`src/gbwe_pkg.sv`:
```
// Constants for the general purpose pin bank with wake and management events
package gbwe_pkg;
  localparam int GBWE_SLOTS = 48;
  // Bit s = group slot ((group - 1) * 8 + bit); gaps are slots with no pin behind them
  localparam logic [GBWE_SLOTS-1:0] GBWE_PIN_VALID = 48'hff_ff_f5_df_86_ff;

  // Control register indices (byte address is four times the index)
  localparam logic [7:0] PIN_CTRL_G1_B0 = 8'h23, PIN_CTRL_G1_B1 = 8'h24, PIN_CTRL_G1_B2 = 8'h25,
    PIN_CTRL_G1_B3 = 8'h26, PIN_CTRL_G1_B4 = 8'h27, PIN_CTRL_G1_B5 = 8'h29, PIN_CTRL_G1_B6 = 8'h2a,
    PIN_CTRL_G1_B7 = 8'h2b;
  localparam logic [7:0] PIN_CTRL_G2_B1 = 8'h2c, PIN_CTRL_G2_B2 = 8'h2d, PIN_CTRL_G2_B7 = 8'h32;
  localparam logic [7:0] PIN_CTRL_G3_B0 = 8'h33, PIN_CTRL_G3_B1 = 8'h34, PIN_CTRL_G3_B2 = 8'h35,
    PIN_CTRL_G3_B3 = 8'h36, PIN_CTRL_G3_B4 = 8'h37, PIN_CTRL_G3_B6 = 8'h39, PIN_CTRL_G3_B7 = 8'h3a;
  localparam logic [7:0] PIN_CTRL_G4_B0 = 8'h3b, PIN_CTRL_G4_B2 = 8'h3d, PIN_CTRL_G4_B4 = 8'h6e,
    PIN_CTRL_G4_B5 = 8'h6f, PIN_CTRL_G4_B6 = 8'h72, PIN_CTRL_G4_B7 = 8'h73;
  localparam logic [7:0] PIN_CTRL_G5_B0 = 8'h3f, PIN_CTRL_G5_B1 = 8'h40, PIN_CTRL_G5_B2 = 8'h41,
    PIN_CTRL_G5_B3 = 8'h42, PIN_CTRL_G5_B4 = 8'h43, PIN_CTRL_G5_B5 = 8'h44, PIN_CTRL_G5_B6 = 8'h45,
    PIN_CTRL_G5_B7 = 8'h46;
  localparam logic [7:0] PIN_CTRL_G6_B0 = 8'h47, PIN_CTRL_G6_B1 = 8'h48, PIN_CTRL_G6_B2 = 8'h54,
    PIN_CTRL_G6_B3 = 8'h55, PIN_CTRL_G6_B4 = 8'h56, PIN_CTRL_G6_B5 = 8'h57, PIN_CTRL_G6_B6 = 8'h58,
    PIN_CTRL_G6_B7 = 8'h59;
  localparam logic [7:0] NO_CTRL = 8'h00;
  localparam logic [7:0] GBWE_CTRL_IDX [GBWE_SLOTS] = '{
    PIN_CTRL_G1_B0, PIN_CTRL_G1_B1, PIN_CTRL_G1_B2, PIN_CTRL_G1_B3,
    PIN_CTRL_G1_B4, PIN_CTRL_G1_B5, PIN_CTRL_G1_B6, PIN_CTRL_G1_B7,
    NO_CTRL, PIN_CTRL_G2_B1, PIN_CTRL_G2_B2, NO_CTRL, NO_CTRL, NO_CTRL, NO_CTRL, PIN_CTRL_G2_B7,
    PIN_CTRL_G3_B0, PIN_CTRL_G3_B1, PIN_CTRL_G3_B2, PIN_CTRL_G3_B3,
    PIN_CTRL_G3_B4, NO_CTRL, PIN_CTRL_G3_B6, PIN_CTRL_G3_B7,
    PIN_CTRL_G4_B0, NO_CTRL, PIN_CTRL_G4_B2, NO_CTRL,
    PIN_CTRL_G4_B4, PIN_CTRL_G4_B5, PIN_CTRL_G4_B6, PIN_CTRL_G4_B7,
    PIN_CTRL_G5_B0, PIN_CTRL_G5_B1, PIN_CTRL_G5_B2, PIN_CTRL_G5_B3,
    PIN_CTRL_G5_B4, PIN_CTRL_G5_B5, PIN_CTRL_G5_B6, PIN_CTRL_G5_B7,
    PIN_CTRL_G6_B0, PIN_CTRL_G6_B1, PIN_CTRL_G6_B2, PIN_CTRL_G6_B3,
    PIN_CTRL_G6_B4, PIN_CTRL_G6_B5, PIN_CTRL_G6_B6, PIN_CTRL_G6_B7};

  // Data register indices
  localparam logic [7:0] PIN_DATA_GROUP1 = 8'h4b, PIN_DATA_GROUP2 = 8'h4c, PIN_DATA_GROUP3 = 8'h4d,
    PIN_DATA_GROUP4 = 8'h4e, PIN_DATA_GROUP5 = 8'h4f, PIN_DATA_GROUP6 = 8'h50;

  // Event status, enable and either-edge select register indices
  localparam logic [7:0] WAKE_STATUS_REG_1 = 8'h80, WAKE_ENABLE_REG_1 = 8'h81,
    WAKE_STATUS_REG_3 = 8'h82, WAKE_ENABLE_REG_3 = 8'h83, WAKE_STATUS_REG_5 = 8'h84,
    WAKE_ENABLE_REG_5 = 8'h85, WAKE_STATUS_REG_6 = 8'h86, WAKE_ENABLE_REG_6 = 8'h87,
    MGMT_STATUS_REG_3 = 8'h88, MGMT_ENABLE_REG_3 = 8'h89, MGMT_STATUS_REG_4 = 8'h8a,
    MGMT_ENABLE_REG_4 = 8'h8b, EITHER_EDGE_TRIGGER = 8'h8c;

  // Control register fields and reset values
  localparam int CTRL_DIR_BIT = 0;
  localparam int CTRL_POL_BIT = 1;
  localparam int CTRL_ALT_BIT = 2;
  localparam int CTRL_OD_BIT = 7;
  localparam logic [7:0] CTRL_RESET = 8'h01;
  localparam logic [7:0] CTRL_RESET_ALT = 8'h05;

  // Slots with special duties
  localparam int SLOT_FP_RESET = 16;
  localparam int SLOT_MGMT_OUT = 15;
  localparam int SLOT_MODEM_OD = 20;
  localparam int SLOT_KM [4] = '{9, 10, 18, 19};
  localparam int SLOT_EITHER_EDGE_TRIGGER [4] = '{9, 10, 40, 41};

  // Edge detection waits this many edges after reset for the filtered level to settle
  localparam int ARM_CYCLES = 5;

  localparam logic [1:0] AXI_OKAY = 2'b00;
  localparam logic [1:0] AXI_SLVERR = 2'b10;
endpackage

```
`src/gbwe_top.sv`:
```
// Pin bank with direction, polarity and drive control, wake and management event latching
//
// Contract
// RULE_01 - Every port owns one data bit and one eight-bit control register.
// RULE_02 - Data bits sit at fixed positions in six data registers 0x4B-0x50.
// RULE_03 - Input read returns pin level, polarity applied, captured when read.
// RULE_04 - Writing data of an input port changes nothing.
// RULE_05 - Output port drives written bit, inverted when polarity says so.
// RULE_06 - Reading an output port returns last written bit.
// RULE_07 - Control bit 0: 0 output, 1 input.
// RULE_08 - Control bit 1: 0 straight, 1 inverted, both directions.
// RULE_09 - Control bit 7 picks open-drain or push-pull output.
// RULE_10 - Bit 7 also sets drive of management request alternate output.
// RULE_11 - Output ports raise no wake or management events.
// RULE_12 - Polarity picks the edge setting wake status; default rising.
// RULE_13 - Thirteen pins own wake status and enable bits in groups 1,3,5,6; the code gives these bits to fifteen pins.
// RULE_14 - Eleven pins own management status and enable bits in groups 3,4.
// RULE_15 - Four pins fire on both edges, also into wake status 1.
// RULE_16 - After reset pins are general purpose except keyboard, mouse, panel reset.
// RULE_17 - Keyboard and mouse functions make their pins bidirectional.
// RULE_18 - Modem pin drives open-drain only when output.
// RULE_19 - Event status stays set until software writes one to it.
// RULE_20 - Management request rises whenever status and enable both set.
// RULE_21 - Pin inputs are synchronised before edge detection and read capture.
//
// Chosen here: the AXI4-Lite register port.
`timescale 1ns/1ps

module gbwe_sticky #(
  parameter int W = 8
) (
  input wire logic clk_in,
  input wire logic rst_b_in,
  input wire logic [W-1:0] set_in,
  input wire logic [W-1:0] clr_in,
  output logic [W-1:0] q_out
);
  if (W < 1 || W > 8)
  begin : g_bad_width
    $error("gbwe_sticky width must be 1 to 8");
  end

  // A new event beats a clear in the same cycle
  always_ff @(posedge clk_in or negedge rst_b_in)
  begin
    if (!rst_b_in)
      q_out <= '0;
    else
      q_out <= (q_out & ~clr_in) | set_in; // RULE_19
  end
endmodule

module gbwe_top
  import gbwe_pkg::*;
#(
  parameter int ADDR_W = 12
) (
  // Clock and reset
  input wire logic clk_in,
  input wire logic rst_b_in,
  // AXI4-Lite slave
  input wire logic [ADDR_W-1:0] s_axi_awaddr_in,
  input wire logic s_axi_awvalid_in,
  output logic s_axi_awready_out,
  input wire logic [31:0] s_axi_wdata_in,
  input wire logic [3:0] s_axi_wstrb_in,
  input wire logic s_axi_wvalid_in,
  output logic s_axi_wready_out,
  output logic [1:0] s_axi_bresp_out,
  output logic s_axi_bvalid_out,
  input wire logic s_axi_bready_in,
  input wire logic [ADDR_W-1:0] s_axi_araddr_in,
  input wire logic s_axi_arvalid_in,
  output logic s_axi_arready_out,
  output logic [31:0] s_axi_rdata_out,
  output logic [1:0] s_axi_rresp_out,
  output logic s_axi_rvalid_out,
  input wire logic s_axi_rready_in,
  // Pins, one per slot
  input wire logic [GBWE_SLOTS-1:0] pin_in,
  output logic [GBWE_SLOTS-1:0] pin_out,
  output logic [GBWE_SLOTS-1:0] pin_oe_out,
  // Keyboard and mouse lines: 0 keyboard data, 1 keyboard clock, 2 mouse data, 3 mouse clock
  input wire logic [3:0] kbd_mouse_drive_low_in,
  output logic [3:0] kbd_mouse_line_out,
  // Front panel reset and event requests
  output logic front_panel_reset_b_out,
  output logic mgmt_irq_group_out,
  output logic wake_event_out
);
  if (ADDR_W < 11 || ADDR_W > 32)
  begin : g_bad_addr
    $error("gbwe_top ADDR_W must be 11 to 32");
  end

  logic [7:0] ctrl_q [GBWE_SLOTS];
  logic [GBWE_SLOTS-1:0] data_q;
  logic [GBWE_SLOTS-1:0] sync1_q, sync2_q, sync3_q, lvl_q, prev_q;
  logic [ARM_CYCLES-1:0] arm_q;
  logic [GBWE_SLOTS-1:0] ev, any_edge;
  logic [GBWE_SLOTS-1:0] pin_out_d, pin_oe_d;
  logic [3:0] either_edge_trigger_sel_q;
  logic [3:0] we1_q, me4_q;
  logic [1:0] we6_q;
  logic [4:0] we3_q;
  logic [7:0] we5_q;
  logic [6:0] me3_q;
  logic [3:0] ws1, ms4;
  logic [4:0] ws3;
  logic [7:0] ws5;
  logic [1:0] ws6;
  logic [6:0] ms3;
  logic [3:0] ws1_set, ms4_set;
  logic [4:0] ws3_set;
  logic [1:0] ws6_set;
  logic [6:0] ms3_set;
  logic mgmt_q, wake_q;

  // Write channel holding state
  logic aw_held_q, w_held_q, bvalid_q, wstrb0_q;
  logic aw_hi_q;
  logic [7:0] aw_idx_q;
  logic [7:0] wdat_q;
  logic [1:0] bresp_q;
  logic wr_go, wr_en, wr_ok;
  logic [6:0] wr_hit;
  logic [7:0] wr_grp;
  logic wr_data_reg;

  // Read channel state
  logic rvalid_q;
  logic [1:0] rresp_q;
  logic [7:0] rdata_q;
  logic [7:0] ar_idx;
  logic [6:0] rd_hit;
  logic [7:0] rd_grp;
  logic [7:0] rd_val;
  logic rd_ok;
  logic [5:0] rs;

  function automatic logic [6:0] find_ctrl(input logic [7:0] idx);
    logic [6:0] r;
    r = 7'h00;
    for (int s = 0; s < GBWE_SLOTS; s++)
    begin
      if (GBWE_PIN_VALID[s] && GBWE_CTRL_IDX[s] == idx)
        r = {1'b1, 6'(s)};
    end
    return r;
  endfunction

  function automatic logic is_own_reg(input logic [7:0] idx);
    return idx >= WAKE_STATUS_REG_1 && idx <= EITHER_EDGE_TRIGGER;
  endfunction

  // Bus slave: address and data may arrive in either order, one write in flight
  assign s_axi_awready_out = !aw_held_q && !bvalid_q;
  assign s_axi_wready_out = !w_held_q && !bvalid_q;
  assign s_axi_bvalid_out = bvalid_q;
  assign s_axi_bresp_out = bresp_q;
  assign s_axi_arready_out = !rvalid_q;
  assign s_axi_rvalid_out = rvalid_q;
  assign s_axi_rresp_out = rresp_q;
  assign s_axi_rdata_out = {24'h000000, rdata_q};

  assign wr_go = aw_held_q && w_held_q;
  assign wr_hit = find_ctrl(aw_idx_q);
  assign wr_grp = aw_idx_q - PIN_DATA_GROUP1;
  assign wr_data_reg = aw_idx_q >= PIN_DATA_GROUP1 && aw_idx_q <= PIN_DATA_GROUP6;
  assign wr_ok = !aw_hi_q && (wr_hit[6] || wr_data_reg || is_own_reg(aw_idx_q));
  // A write with byte lane 0 off is answered but stores nothing
  assign wr_en = wr_go && wr_ok && wstrb0_q;

  always_ff @(posedge clk_in or negedge rst_b_in)
  begin
    if (!rst_b_in)
    begin
      aw_held_q <= 1'b0;
      w_held_q <= 1'b0;
      bvalid_q <= 1'b0;
      bresp_q <= AXI_OKAY;
      aw_idx_q <= 8'h00;
      aw_hi_q <= 1'b0;
      wdat_q <= 8'h00;
      wstrb0_q <= 1'b0;
    end
    else
    begin
      if (s_axi_awvalid_in && s_axi_awready_out)
      begin
        aw_held_q <= 1'b1;
        aw_idx_q <= s_axi_awaddr_in[9:2];
        aw_hi_q <= |s_axi_awaddr_in[ADDR_W-1:10];
      end
      if (s_axi_wvalid_in && s_axi_wready_out)
      begin
        w_held_q <= 1'b1;
        wdat_q <= s_axi_wdata_in[7:0];
        wstrb0_q <= s_axi_wstrb_in[0];
      end
      if (wr_go)
      begin
        aw_held_q <= 1'b0;
        w_held_q <= 1'b0;
        bvalid_q <= 1'b1;
        bresp_q <= wr_ok ? AXI_OKAY : AXI_SLVERR;
      end
      else if (bvalid_q && s_axi_bready_in)
        bvalid_q <= 1'b0;
    end
  end

  // Read answer is registered, so an input pin is captured at the edge the read is taken
  assign ar_idx = s_axi_araddr_in[9:2];
  assign rd_hit = find_ctrl(ar_idx);
  assign rd_grp = ar_idx - PIN_DATA_GROUP1;

  always_comb
  begin
    rd_val = 8'h00;
    rd_ok = 1'b1;
    rs = 6'h00;
    if (|s_axi_araddr_in[ADDR_W-1:10])
      rd_ok = 1'b0;
    else if (rd_hit[6])
      rd_val = ctrl_q[rd_hit[5:0]]; // RULE_01
    else if (ar_idx >= PIN_DATA_GROUP1 && ar_idx <= PIN_DATA_GROUP6)
    begin
      for (int b = 0; b < 8; b++)
      begin
        rs = {rd_grp[2:0], 3'(b)}; // RULE_02
        if (GBWE_PIN_VALID[rs])
        begin
          if (ctrl_q[rs][CTRL_DIR_BIT])
            rd_val[b] = lvl_q[rs] ^ ctrl_q[rs][CTRL_POL_BIT]; // RULE_03
          else
            rd_val[b] = data_q[rs]; // RULE_06
        end
      end
    end
    else
    begin
      case (ar_idx)
        WAKE_STATUS_REG_1: rd_val = {4'h0, ws1};
        WAKE_ENABLE_REG_1: rd_val = {4'h0, we1_q};
        WAKE_STATUS_REG_3: rd_val = {3'h0, ws3};
        WAKE_ENABLE_REG_3: rd_val = {3'h0, we3_q};
        WAKE_STATUS_REG_5: rd_val = ws5;
        WAKE_ENABLE_REG_5: rd_val = we5_q;
        WAKE_STATUS_REG_6: rd_val = {6'h00, ws6};
        WAKE_ENABLE_REG_6: rd_val = {6'h00, we6_q};
        MGMT_STATUS_REG_3: rd_val = {1'b0, ms3};
        MGMT_ENABLE_REG_3: rd_val = {1'b0, me3_q};
        MGMT_STATUS_REG_4: rd_val = {4'h0, ms4};
        MGMT_ENABLE_REG_4: rd_val = {4'h0, me4_q};
        EITHER_EDGE_TRIGGER: rd_val = {4'h0, either_edge_trigger_sel_q};
        default: rd_ok = 1'b0;
      endcase
    end
  end

  always_ff @(posedge clk_in or negedge rst_b_in)
  begin
    if (!rst_b_in)
    begin
      rvalid_q <= 1'b0;
      rresp_q <= AXI_OKAY;
      rdata_q <= 8'h00;
    end
    else if (s_axi_arvalid_in && s_axi_arready_out)
    begin
      rvalid_q <= 1'b1;
      rresp_q <= rd_ok ? AXI_OKAY : AXI_SLVERR;
      rdata_q <= rd_val;
    end
    else if (rvalid_q && s_axi_rready_in)
      rvalid_q <= 1'b0;
  end

  // Control registers; keyboard, mouse and panel reset pins wake up in their own function
  always_ff @(posedge clk_in or negedge rst_b_in)
  begin
    if (!rst_b_in)
    begin
      for (int s = 0; s < GBWE_SLOTS; s++)
      begin
        ctrl_q[s] <= CTRL_RESET; // RULE_16
      end
      for (int j = 0; j < 4; j++)
      begin
        ctrl_q[SLOT_KM[j]] <= CTRL_RESET_ALT; // RULE_16
      end
      ctrl_q[SLOT_FP_RESET] <= CTRL_RESET_ALT; // RULE_16
    end
    else if (wr_en && wr_hit[6])
      ctrl_q[wr_hit[5:0]] <= wdat_q[7:0]; // RULE_01
  end

  // Only output ports store a written data bit
  always_ff @(posedge clk_in or negedge rst_b_in)
  begin
    if (!rst_b_in)
      data_q <= '0;
    else if (wr_en && wr_data_reg)
    begin
      for (int b = 0; b < 8; b++)
      begin
        if (GBWE_PIN_VALID[{wr_grp[2:0], 3'(b)}] && !ctrl_q[{wr_grp[2:0], 3'(b)}][CTRL_DIR_BIT]) // RULE_04 RULE_07
          data_q[{wr_grp[2:0], 3'(b)}] <= wdat_q[b]; // RULE_02
      end
    end
  end

  // Enables and either-edge selection
  always_ff @(posedge clk_in or negedge rst_b_in)
  begin
    if (!rst_b_in)
    begin
      we1_q <= 4'h0;
      we3_q <= 5'h00;
      we5_q <= 8'h00;
      we6_q <= 2'b00;
      me3_q <= 7'h00;
      me4_q <= 4'h0;
      either_edge_trigger_sel_q <= 4'h0;
    end
    else if (wr_en)
    begin
      case (aw_idx_q)
        WAKE_ENABLE_REG_1: we1_q <= wdat_q[3:0];
        WAKE_ENABLE_REG_3: we3_q <= wdat_q[4:0];
        WAKE_ENABLE_REG_5: we5_q <= wdat_q[7:0];
        WAKE_ENABLE_REG_6: we6_q <= wdat_q[1:0];
        MGMT_ENABLE_REG_3: me3_q <= wdat_q[6:0];
        MGMT_ENABLE_REG_4: me4_q <= wdat_q[3:0];
        EITHER_EDGE_TRIGGER: either_edge_trigger_sel_q <= wdat_q[3:0];
        default: either_edge_trigger_sel_q <= either_edge_trigger_sel_q;
      endcase
    end
  end

  // Three-stage input filter: a level counts once the second and third stages agree
  always_ff @(posedge clk_in or negedge rst_b_in)
  begin
    if (!rst_b_in)
    begin
      sync1_q <= '0;
      sync2_q <= '0;
      sync3_q <= '0;
      lvl_q <= '0;
      prev_q <= '0;
      arm_q <= '0;
    end
    else
    begin
      sync1_q <= pin_in; // RULE_21
      sync2_q <= sync1_q;
      sync3_q <= sync2_q;
      lvl_q <= (sync2_q & sync3_q) | (lvl_q & (sync2_q | sync3_q)); // RULE_21
      prev_q <= lvl_q;
      arm_q <= {arm_q[ARM_CYCLES-2:0], 1'b1};
    end
  end

  // Edge events; the arm delay keeps a pin that is high at reset from looking like a rise
  always_comb
  begin
    for (int s = 0; s < GBWE_SLOTS; s++)
    begin
      any_edge[s] = arm_q[ARM_CYCLES-1] && GBWE_PIN_VALID[s] && ctrl_q[s][CTRL_DIR_BIT]
        && (lvl_q[s] ^ prev_q[s]); // RULE_11
      if (ctrl_q[s][CTRL_POL_BIT])
        ev[s] = any_edge[s] && !lvl_q[s]; // RULE_12
      else
        ev[s] = any_edge[s] && lvl_q[s]; // RULE_12
    end
    for (int j = 0; j < 4; j++)
    begin
      if (either_edge_trigger_sel_q[j])
        ev[SLOT_EITHER_EDGE_TRIGGER[j]] = any_edge[SLOT_EITHER_EDGE_TRIGGER[j]]; // RULE_15
    end
  end

  assign ws1_set = {any_edge[41], any_edge[40], any_edge[10], any_edge[9]}; // RULE_15
  assign ws3_set = {ev[19], ev[18], ev[15], ev[10], ev[9]}; // RULE_13
  assign ws6_set = ev[41:40]; // RULE_13
  assign ms3_set = {ev[40], ev[39], ev[38], ev[37], ev[36], ev[10], ev[9]}; // RULE_14
  assign ms4_set = {ev[41], ev[26], ev[19], ev[18]}; // RULE_14

  gbwe_sticky #(.W(4)) u_ws1 (.clk_in(clk_in), .rst_b_in(rst_b_in), .set_in(ws1_set),
    .clr_in((wr_en && aw_idx_q == WAKE_STATUS_REG_1) ? wdat_q[3:0] : 4'h0), .q_out(ws1));
  gbwe_sticky #(.W(5)) u_ws3 (.clk_in(clk_in), .rst_b_in(rst_b_in), .set_in(ws3_set),
    .clr_in((wr_en && aw_idx_q == WAKE_STATUS_REG_3) ? wdat_q[4:0] : 5'h00), .q_out(ws3));
  gbwe_sticky #(.W(8)) u_ws5 (.clk_in(clk_in), .rst_b_in(rst_b_in), .set_in(ev[39:32]),
    .clr_in((wr_en && aw_idx_q == WAKE_STATUS_REG_5) ? wdat_q[7:0] : 8'h00), .q_out(ws5));
  gbwe_sticky #(.W(2)) u_ws6 (.clk_in(clk_in), .rst_b_in(rst_b_in), .set_in(ws6_set),
    .clr_in((wr_en && aw_idx_q == WAKE_STATUS_REG_6) ? wdat_q[1:0] : 2'b00), .q_out(ws6));
  gbwe_sticky #(.W(7)) u_ms3 (.clk_in(clk_in), .rst_b_in(rst_b_in), .set_in(ms3_set),
    .clr_in((wr_en && aw_idx_q == MGMT_STATUS_REG_3) ? wdat_q[6:0] : 7'h00), .q_out(ms3));
  gbwe_sticky #(.W(4)) u_ms4 (.clk_in(clk_in), .rst_b_in(rst_b_in), .set_in(ms4_set),
    .clr_in((wr_en && aw_idx_q == MGMT_STATUS_REG_4) ? wdat_q[3:0] : 4'h0), .q_out(ms4));

  always_ff @(posedge clk_in or negedge rst_b_in)
  begin
    if (!rst_b_in)
    begin
      mgmt_q <= 1'b0;
      wake_q <= 1'b0;
    end
    else
    begin
      mgmt_q <= |(ms3 & me3_q) || |(ms4 & me4_q); // RULE_20
      wake_q <= |(ws1 & we1_q) || |(ws3 & we3_q) || |(ws5 & we5_q) || |(ws6 & we6_q);
    end
  end

  // Pin drive: open-drain pulls low or releases, push-pull always drives
  always_comb
  begin
    logic v;
    logic od;
    v = 1'b0;
    od = 1'b0;
    pin_out_d = '0;
    pin_oe_d = '0;
    for (int s = 0; s < GBWE_SLOTS; s++)
    begin
      v = data_q[s] ^ ctrl_q[s][CTRL_POL_BIT]; // RULE_05 RULE_08
      od = ctrl_q[s][CTRL_OD_BIT] || (s == SLOT_MODEM_OD); // RULE_09 RULE_18
      if (s == SLOT_MGMT_OUT && ctrl_q[s][CTRL_ALT_BIT])
      begin
        // Polarity clear gives an active-low request
        v = mgmt_q ^ !ctrl_q[s][CTRL_POL_BIT];
        od = ctrl_q[s][CTRL_OD_BIT]; // RULE_10
        pin_out_d[s] = !od && v;
        pin_oe_d[s] = od ? !v : 1'b1;
      end
      else if (GBWE_PIN_VALID[s] && !ctrl_q[s][CTRL_DIR_BIT] && !(s == SLOT_FP_RESET && ctrl_q[s][CTRL_ALT_BIT]))
      begin
        pin_out_d[s] = !od && v; // RULE_05
        pin_oe_d[s] = od ? !v : 1'b1; // RULE_09
      end
    end
    // Keyboard and mouse function overrides GPIO drive with a shared open-drain line
    for (int j = 0; j < 4; j++)
    begin
      if (ctrl_q[SLOT_KM[j]][CTRL_ALT_BIT])
      begin
        pin_out_d[SLOT_KM[j]] = 1'b0;
        pin_oe_d[SLOT_KM[j]] = kbd_mouse_drive_low_in[j]; // RULE_17
      end
    end
  end

  always_ff @(posedge clk_in or negedge rst_b_in)
  begin
    if (!rst_b_in)
    begin
      pin_out <= '0;
      pin_oe_out <= '0;
      kbd_mouse_line_out <= 4'hf;
      front_panel_reset_b_out <= 1'b1;
    end
    else
    begin
      pin_out <= pin_out_d;
      pin_oe_out <= pin_oe_d;
      for (int j = 0; j < 4; j++)
      begin
        kbd_mouse_line_out[j] <= ctrl_q[SLOT_KM[j]][CTRL_ALT_BIT] ? lvl_q[SLOT_KM[j]] : 1'b1; // RULE_17
      end
      front_panel_reset_b_out <= ctrl_q[SLOT_FP_RESET][CTRL_ALT_BIT] ? lvl_q[SLOT_FP_RESET] : 1'b1;
    end
  end

  assign mgmt_irq_group_out = mgmt_q;
  assign wake_event_out = wake_q;
endmodule

```
`config.mk`:
```
export PLATFORM = sky130hd
export DESIGN_NAME = gbwe_top
export DESIGN_NICKNAME = d
export VERILOG_FILES = /design/src/gbwe_pkg.sv /design/src/gbwe_top.sv
export SDC_FILE = /design/constraint.sdc
export NUM_CORES = 1
export LEC_CHECK = 0
export ABC_AREA = 0
export ABC_CLOCK_PERIOD_IN_PS = 4000
export BUFFER_PORTS_ARGS = -buffer_cell sky130_fd_sc_hd__clkbuf_2
export CAP_MARGIN = 20
export CORE_ASPECT_RATIO = 1.75
export CORE_MARGIN = 2
export CORE_UTILIZATION = 35
export DETAILED_ROUTE_END_ITERATION = 10
export GPL_TIMING_DRIVEN = 0
export PLACE_DENSITY = 0.53
export SLEW_MARGIN = 5
export SYNTH_ARGS = -nofsm -noshare
export SYNTH_HDL_FRONTEND = slang
export SYNTH_SLANG_ARGS = --single-unit
```
`constraint.sdc`:
```
create_clock -name clk_in -period 4 [get_ports clk_in]
set_input_delay 0.4 -clock clk_in [delete_from_list [all_inputs] [get_ports clk_in]]
set_output_delay 0.4 -clock clk_in [all_outputs]
set_load 0.02 [all_outputs]
```
# Yosys cells after proc, flatten, opt, wreduce, memory -nomap -nowiden
# Memory sizes are Yosys's and may differ from the RTL's.
# Index checks and enable logic that the tools add are counted.
# word_totals
regBits,855
latchBits,0
ramBits,0
rom_bits,80
input_bits,119
output_inout_bits,144
wordCells,1060
memories,10
# memory_table
name,depth,word_bits,read_ports,rd_clocked_by_memory_dff,wr,line,text
(no name shown),8,1,1,0,0,gbwe_top.sv:308,"if (GBWE_PIN_VALID[{wr_grp[2:0], 3'(b)}] && !ctrl_q[{wr_grp[2:0], 3'(b)}][CTRL_DIR_BIT])"
(no name shown),8,1,1,0,0,gbwe_top.sv:308,
(no name shown),8,1,1,0,0,gbwe_top.sv:308,
(no name shown),8,1,1,0,0,gbwe_top.sv:308,
(no name shown),8,1,1,0,0,gbwe_top.sv:308,
(no name shown),8,1,1,0,0,gbwe_top.sv:232,if (GBWE_PIN_VALID[rs])
+4 memories,--,--,--,--,--,--,
# op_classes
n_addsub,2
mul,0
div_mod_pow,0
order_cmp,49
n_eq_ne,106
shifts,0
muxes,415
bitwise,111
reduce_logical,282
# op_table
cell,n
8-bit binary-select mux with 6-bit select,17
48-bit two-way mux,15
7-bit two-way mux,81
384-bit bitwise mux,1
48-bit bitwise mux,8
6-bit by 8-bit equality test with 1-bit output (first input constant),42
7-bit by 8-bit equality test with 1-bit output (first input constant),38
1-bit two-way mux,238
8-bit equality test (second input constant),26
1-bit logical AND,144
7-bit >= comparator (second input constant),18
6-bit inverter with 7-bit output,18
1-bit logical NOT,112
6-bit by 7-bit less-than comparator with 1-bit output (second input constant),16
8-bit one-hot mux with 13 select lines,1
48-bit AND,2
48-bit bitwise OR,2
1-bit XOR,65
8-bit two-way mux,7
1-bit binary-select mux with 3-bit select,16
8-bit demux with 6-bit select,1
6-bit by 1-bit >= comparator with 1-bit output (second input constant),8
2-bit two-way mux,19
1-bit demux with 3-bit select,8
other kinds (32),62

# Logic depth before layout (Yosys ltp)
# depth
ltp_word,68
ltp_mapped,16
mapped_depth_nobuf,12

# Hierarchy
# From an unflattened synthesis, not the netlist that was laid out.
# hier_totals
hier_cells,3098
hier_area_um2,37169.4
# modules_own_cells
module,instances,cells_each,area_per_inst_um2,seq_area_each_um2
gbwe_top,1,3008,36080.9,19716.4
gbwe_sticky at u_ms4 ...,2,12,145.1,100.1
gbwe_sticky at u_ws5,1,24,290.3,200.2
gbwe_sticky at u_ms3,1,21,254.0,175.2
gbwe_sticky at u_ws3,1,15,181.4,125.1
gbwe_sticky at u_ws6,1,6,72.6,50.0

# Worst setup path before layout
# Ideal clock, no wire load.
# synth_timing
path_type,register -> register
startpoint,register aw_idx_q[0]
endpoint,register either_edge_trigger_sel_q[0]
setup_ns,0.125
arrival_ns,3.218
required_time_ns,3.875
slack_ns,0.658
stages_incl_launch_ff,13
path_buffers,1
synth_period_minus_slack_ns,3.342
path_cell_list,dfrtp_1 inv_1 ha_1 buf_1 nor2_1 or3b_2 nand2_1 a31o_2 nor3_1 a311oi_1 nand3_1 nor3_1 mux2_2
# synth_via
elab_chain_len,47
elab_cells_between_ends,93
classes_between,order compare: 4; eq/ne: 41; mux: 40; reduce/logical: 8
# synth_lines
element,line,text
start: declaration,gbwe_top.sv:122,logic [7:0] aw_idx_q;
start signal: assignment,gbwe_top.sv:192,aw_idx_q <= s_axi_awaddr_in[9:2];
6-bit by 8-bit equality test with 1-bit output,gbwe_top.sv:146,if (GBWE_PIN_VALID[s] && GBWE_CTRL_IDX[s] == idx)
7-bit two-way mux (40 in series),gbwe_top.sv:146,
1-bit logical OR (2 in series),gbwe_top.sv:170,assign wr_ok = !aw_hi_q && (wr_hit[6] || wr_data_reg || is_own_reg(aw_idx_q));
1-bit logical AND,gbwe_top.sv:170,
1-bit logical AND (2 in series),gbwe_top.sv:172,assign wr_en = wr_go && wr_ok && wstrb0_q;
2-bit AND reduction (no line) *,--,
end signal: assignment,gbwe_top.sv:336,EITHER_EDGE_TRIGGER: either_edge_trigger_sel_q <= wdat_q[3:0];
end signal: assignment,gbwe_top.sv:337,default: either_edge_trigger_sel_q <= either_edge_trigger_sel_q;
end: declaration,gbwe_top.sv:102,logic [3:0] either_edge_trigger_sel_q;
# Mark *: on every way between the ends. The rest lies on a longest branch, timed or not.
# A chain may end at the register's enable or synchronous reset.

# Final worst setup path
# layout_timing
startpoint,input s_axi_araddr_in[2]
endpoint,register rdata_q[0]
# layout_via
elab_chain_len,46
elab_cells_between_ends,118
classes_between,add/sub: 1; order compare: 2; eq/ne: 53; mux: 57; bitwise: 3; reduce/logical: 1; memory: 1
# layout_lines
element,line,text
start: declaration,gbwe_top.sv:72,"input wire logic [ADDR_W-1:0] s_axi_araddr_in,"
6-bit by 8-bit equality test with 1-bit output,gbwe_top.sv:146,
7-bit two-way mux (39 in series),gbwe_top.sv:146,
6-bit inverter with 7-bit output (implied by the code),gbwe_top.sv:226,rd_val = ctrl_q[rd_hit[5:0]];
8-bit binary-select mux with 6-bit select,gbwe_top.sv:226,
8-bit two-way mux (implied by the code) (2 in series),gbwe_top.sv:226,
8-bit two-way mux *,gbwe_top.sv:225,else if (rd_hit[6])
8-bit two-way mux *,gbwe_top.sv:223,if (|s_axi_araddr_in[ADDR_W-1:10])
end signal: assignment,gbwe_top.sv:274,rdata_q <= rd_val;
end: declaration,gbwe_top.sv:133,logic [7:0] rdata_q;
# Mark *: on every way between the ends. The rest lies on a longest branch, timed or not. The select of a mux whose other input is x is not followed.

==> results.json <==
{
  "fin_crit_sh_pct": 102,
  "ys_seq_elements": 806,
  "drv_cap": 0,
  "synthMuxAreaShare_pct": 16.0,
  "fmax_mhz": 245,
  "slew_headroom_pct": 16.5,
  "syn2layout_area_growth_pct": 21.6,
  "vias": 27972,
  "synth_area_leaders": "dfrtp_1, mux2_2, dfstp_2, nand2_1, a21oi_1",
  "cts_tree": "done",
  "gp_congestion": 1.01,
  "placed_area_sq_um": 39200,
  "drtAntennaViolNets": 0,
  "stdcell_count": 4932,
  "cts_buffers": 80,
  "skew_ps": 38.2,
  "p_total_mw": 21.6,
  "slowest_delay_ps": 570,
  "power_density_nw_per_um2": 494,
  "syn_area_per_cell_sq_um": 11.6,
  "grt_max_degree": 109,
  "synth-compound-area-share_pct": 9.92,
  "status": "complete, but fails checks",
  "path_max_fanout": 11,
  "yosys_warnings": 0,
  "async_flop_share_pct": 100,
  "design_area_sq_um": 43800,
  "crit_type": "in2reg",
  "post-route-min-period_ps": 4080,
  "ctsHtreeMaxLevel": 3,
  "crit_chain": "clkbuf_2, inv_4, ha_2, clkbuf_2, o211ai_1, a21oi_1, nor4_4, a21o_2, buf_2, buf_4, mux2i_1, o22ai_1, o21ai_0, a21oi_1, a221o_1",
  "rr_endpoint": "ctrl_q[185]$_DFFE_PN0P_",
  "overflow": 0,
  "track_usage_pct": 30.2,
  "synth_edf_count": 0,
  "cts.path.max_buffers": 3,
  "syn_area_sq_um": 36000,
  "ios": 263,
  "drc_errors": 0,
  "critPathArrivalTime_ps": 4690,
  "core_area_sq_um": 102000,
  "syn_inst": 3093,
  "path_delay_family": "compound AO/OA/AOI/OAI gates",
  "nFillCells": 9825,
  "worst_slew_pin_slew_ps": 1250,
  "wl_microns": 158000,
  "io_buffer_count": 185,
  "rsz0062_at_grt": "yes",
  "die_w_microns": 246,
  "synth_area_leader_cell": "dfrtp_1",
  "hold_violations": 0,
  "grt_pass1_wl_microns": 221000,
  "fin_tns_setup_ps": -164,
  "drv_slew": 0,
  "peakVddDrop_mv": 0.343,
  "startpoint_type": "input port",
  "die_area_sq_um": 106000,
  "fin_ws_ps": -83.9,
  "crit_buf_inv": 5,
  "synth_top_area_share_pct": 52.1,
  "r2r_start": "aw_idx_q[0]$_DFFE_PN0P_",
  "die_h_microns": 428,
  "synthAdderAreaFrac_pct": 1.59,
  "first_pass_iters": 5,
  "reg2reg_depth": 9,
  "rows": 155,
  "cts.root.buffer_cell": "clkbuf_16",
  "yosys.area_share.simple_pct": 10.7,
  "synth_xor_area_share_pct": 2.00,
  "initial_core_util_pct": 35.3,
  "setup_viol": 3,
  "ys_seq_area_share_pct": 56.2,
  "slowest_stage": "o21ai_0",
  "leakage_nw": 19.5,
  "violations": "negative setup slack",
  "dp.cells": 4675,
  "layout-drive-gt1-share_pct": 31.1,
  "end_kind": "flip-flop",
  "clkTransAtPathRegs_ps": 70,
  "viasPerCell": 5.67,
  "synth_top_family_by_area": "multiplexers",
  "wire_per_inst_microns": 32.0,
  "reg2reg_slack_ps": 30,
  "dp_hpwl_microns": 117000,
  "yosysUniqueCellTypes": 94,
  "clkSinkCount": 806,
  "clock_latency_ps": 720,
  "grt_antenna_before_repair": 8,
  "hold_path_class": "in2async",
  "drt_iter0_markers": 2472,
  "synth_flop_cell": "dfrtp_1",
  "grt_pass1_vias": 28313,
  "finalNetCount": 3653,
  "cp_data_required_time_ps": 4610
}
-- stage by stage --
stage	util (%)	hold WS, ps	worst slack [ps]
after detailed placement	38.4	335	-2640
after CTS	42.6	177	9.53
after global routing	42.9	252	-67.9
final	42.9	236	-83.9
after floorplan	-	104	658
after global placement	38.0	332	-17370
-- Yosys cell counts (all sizes together), types with 38 or more instances --
master  number
buf        102
clkbuf     157
a21oi      198
nor2       130
nor3b       38
mux2       417
mux2i       89
xor2        49
nand3       51
nand2      381
maj3        46
dfrtp      749
dfstp       57
o21ai      122
-- cell type report --
class	count	area [sq um]	area share [%]
Antenna cell	5	12.5	0.0286
Buffer	255	1320	3.02
Clock buffer	108	2240	5.11
Clock inverter	42	473	1.08
Inverter	18	73.8	0.169
Multi-Input combinational cell	2052	15300	35.0
Sequential cell	806	20200	46.2
Tap cell	1334	1670	3.81
Timing Repair Buffer	312	2420	5.53
-- state kept, by name (all words and copies together), names as in the netlist, 5 cells and up --
| signal | cells |
|---|---|
| ctrl_q | 373 |
| data_q | 46 |
| lvl_q | 46 |
| sync1_q | 46 |
| sync2_q | 46 |
| sync3_q | 46 |
| pin_oe_out | 40 |
| pin_out | 39 |
| prev_q | 16 |
| aw_idx_q | 8 |
| rdata_q | 8 |
| u_ws5.q_out | 8 |
| wdat_q | 8 |
| we5_q | 8 |
| me3_q | 7 |
| u_ms3.q_out | 7 |
| arm_q | 5 |
| u_ws3.q_out | 5 |
| we3_q | 5 |
-- power by group --
part / leakage (nW) / total, mW / internal, mW / switching (mW)
registers: 10.3 / 8.95 / 8.50 / 0.452
logic: 7.81 / 4.80 / 1.21 / 3.59
clock network: 1.32 / 7.85 / 4.33 / 3.52
-- cells in the final DEF (no fill, tap or decap), types with 32 or more instances in the layout --
cell type        n
a21oi_1        190
xor2_1          49
clkbuf_2       200
xnor2_1         33
nand3_1         43
maj3_1          46
nor3b_1         36
dfrtp_1        748
dlygate4sd3_1   74
a21o_1          32
o21ai_0        117
buf_4           85
conb_1          44
dfstp_2         57
clkbuf_1       146
mux2i_1         87
clkbuf_16       80
nand2b_1        36
nor2_1         107
mux2_2         417
nand2_1        353
-- layer usage --
layer	track usage [%]	up-vias	share of wire, %
met1	33.3	14384	35
met2	49.6	1296	48
met4	26.3	0	11
met3	5.78	540	5.9
li1	-	11752	-
met5	0	-	0
-- kinds of logic (layout without fill, tap and decap cells) --
family	count (synthesis)	in the layout
compound gates	562	562
xor+xnor	82	82
fa+ha+maj	55	55
buf+inv	277	735
flops	806	806
mux	513	513
other cells	2	49
simple gates	796	796
-- worst max path at each step --
stage / startpoint / endpoint / slack (ps) / cells past startpoint
after floorplan: aw_idx_q[0]$_DFFE_PN0P_ / either_edge_trigger_sel_q[0]$_DFFE_PN0P_ / 660 / 12
after global placement: rst_b_in / pin_oe_out[44]$_DFF_PN0_ / -17370 / 1
after detailed placement: s_axi_araddr_in[2] / rdata_q[2]$_DFFE_PN0P_ / -2640 / 15
after CTS: s_axi_araddr_in[3] / rdata_q[7]$_DFFE_PN0P_ / 10 / 15
after global routing: aw_idx_q[0]$_DFFE_PN0P_ / ctrl_q[42]$_DFFE_PN0P_ / -70 / 14
final: s_axi_araddr_in[2] / rdata_q[0]$_DFFE_PN0P_ / -80 / 15
-- repair_timing --
action / 4_1_cts / 5_1_grt
setup buffers: 22 / 7
gates cloned: 0 / 0
gates resized for setup: 161 / 60
hold buffers: 74 / 0
endpoints found under the hold margin: 118 / 0
pin swaps: 16 / 9
endpoints found under the setup margin: 432 / 236
No activity file was read; power rests on OpenSTA's default activity.
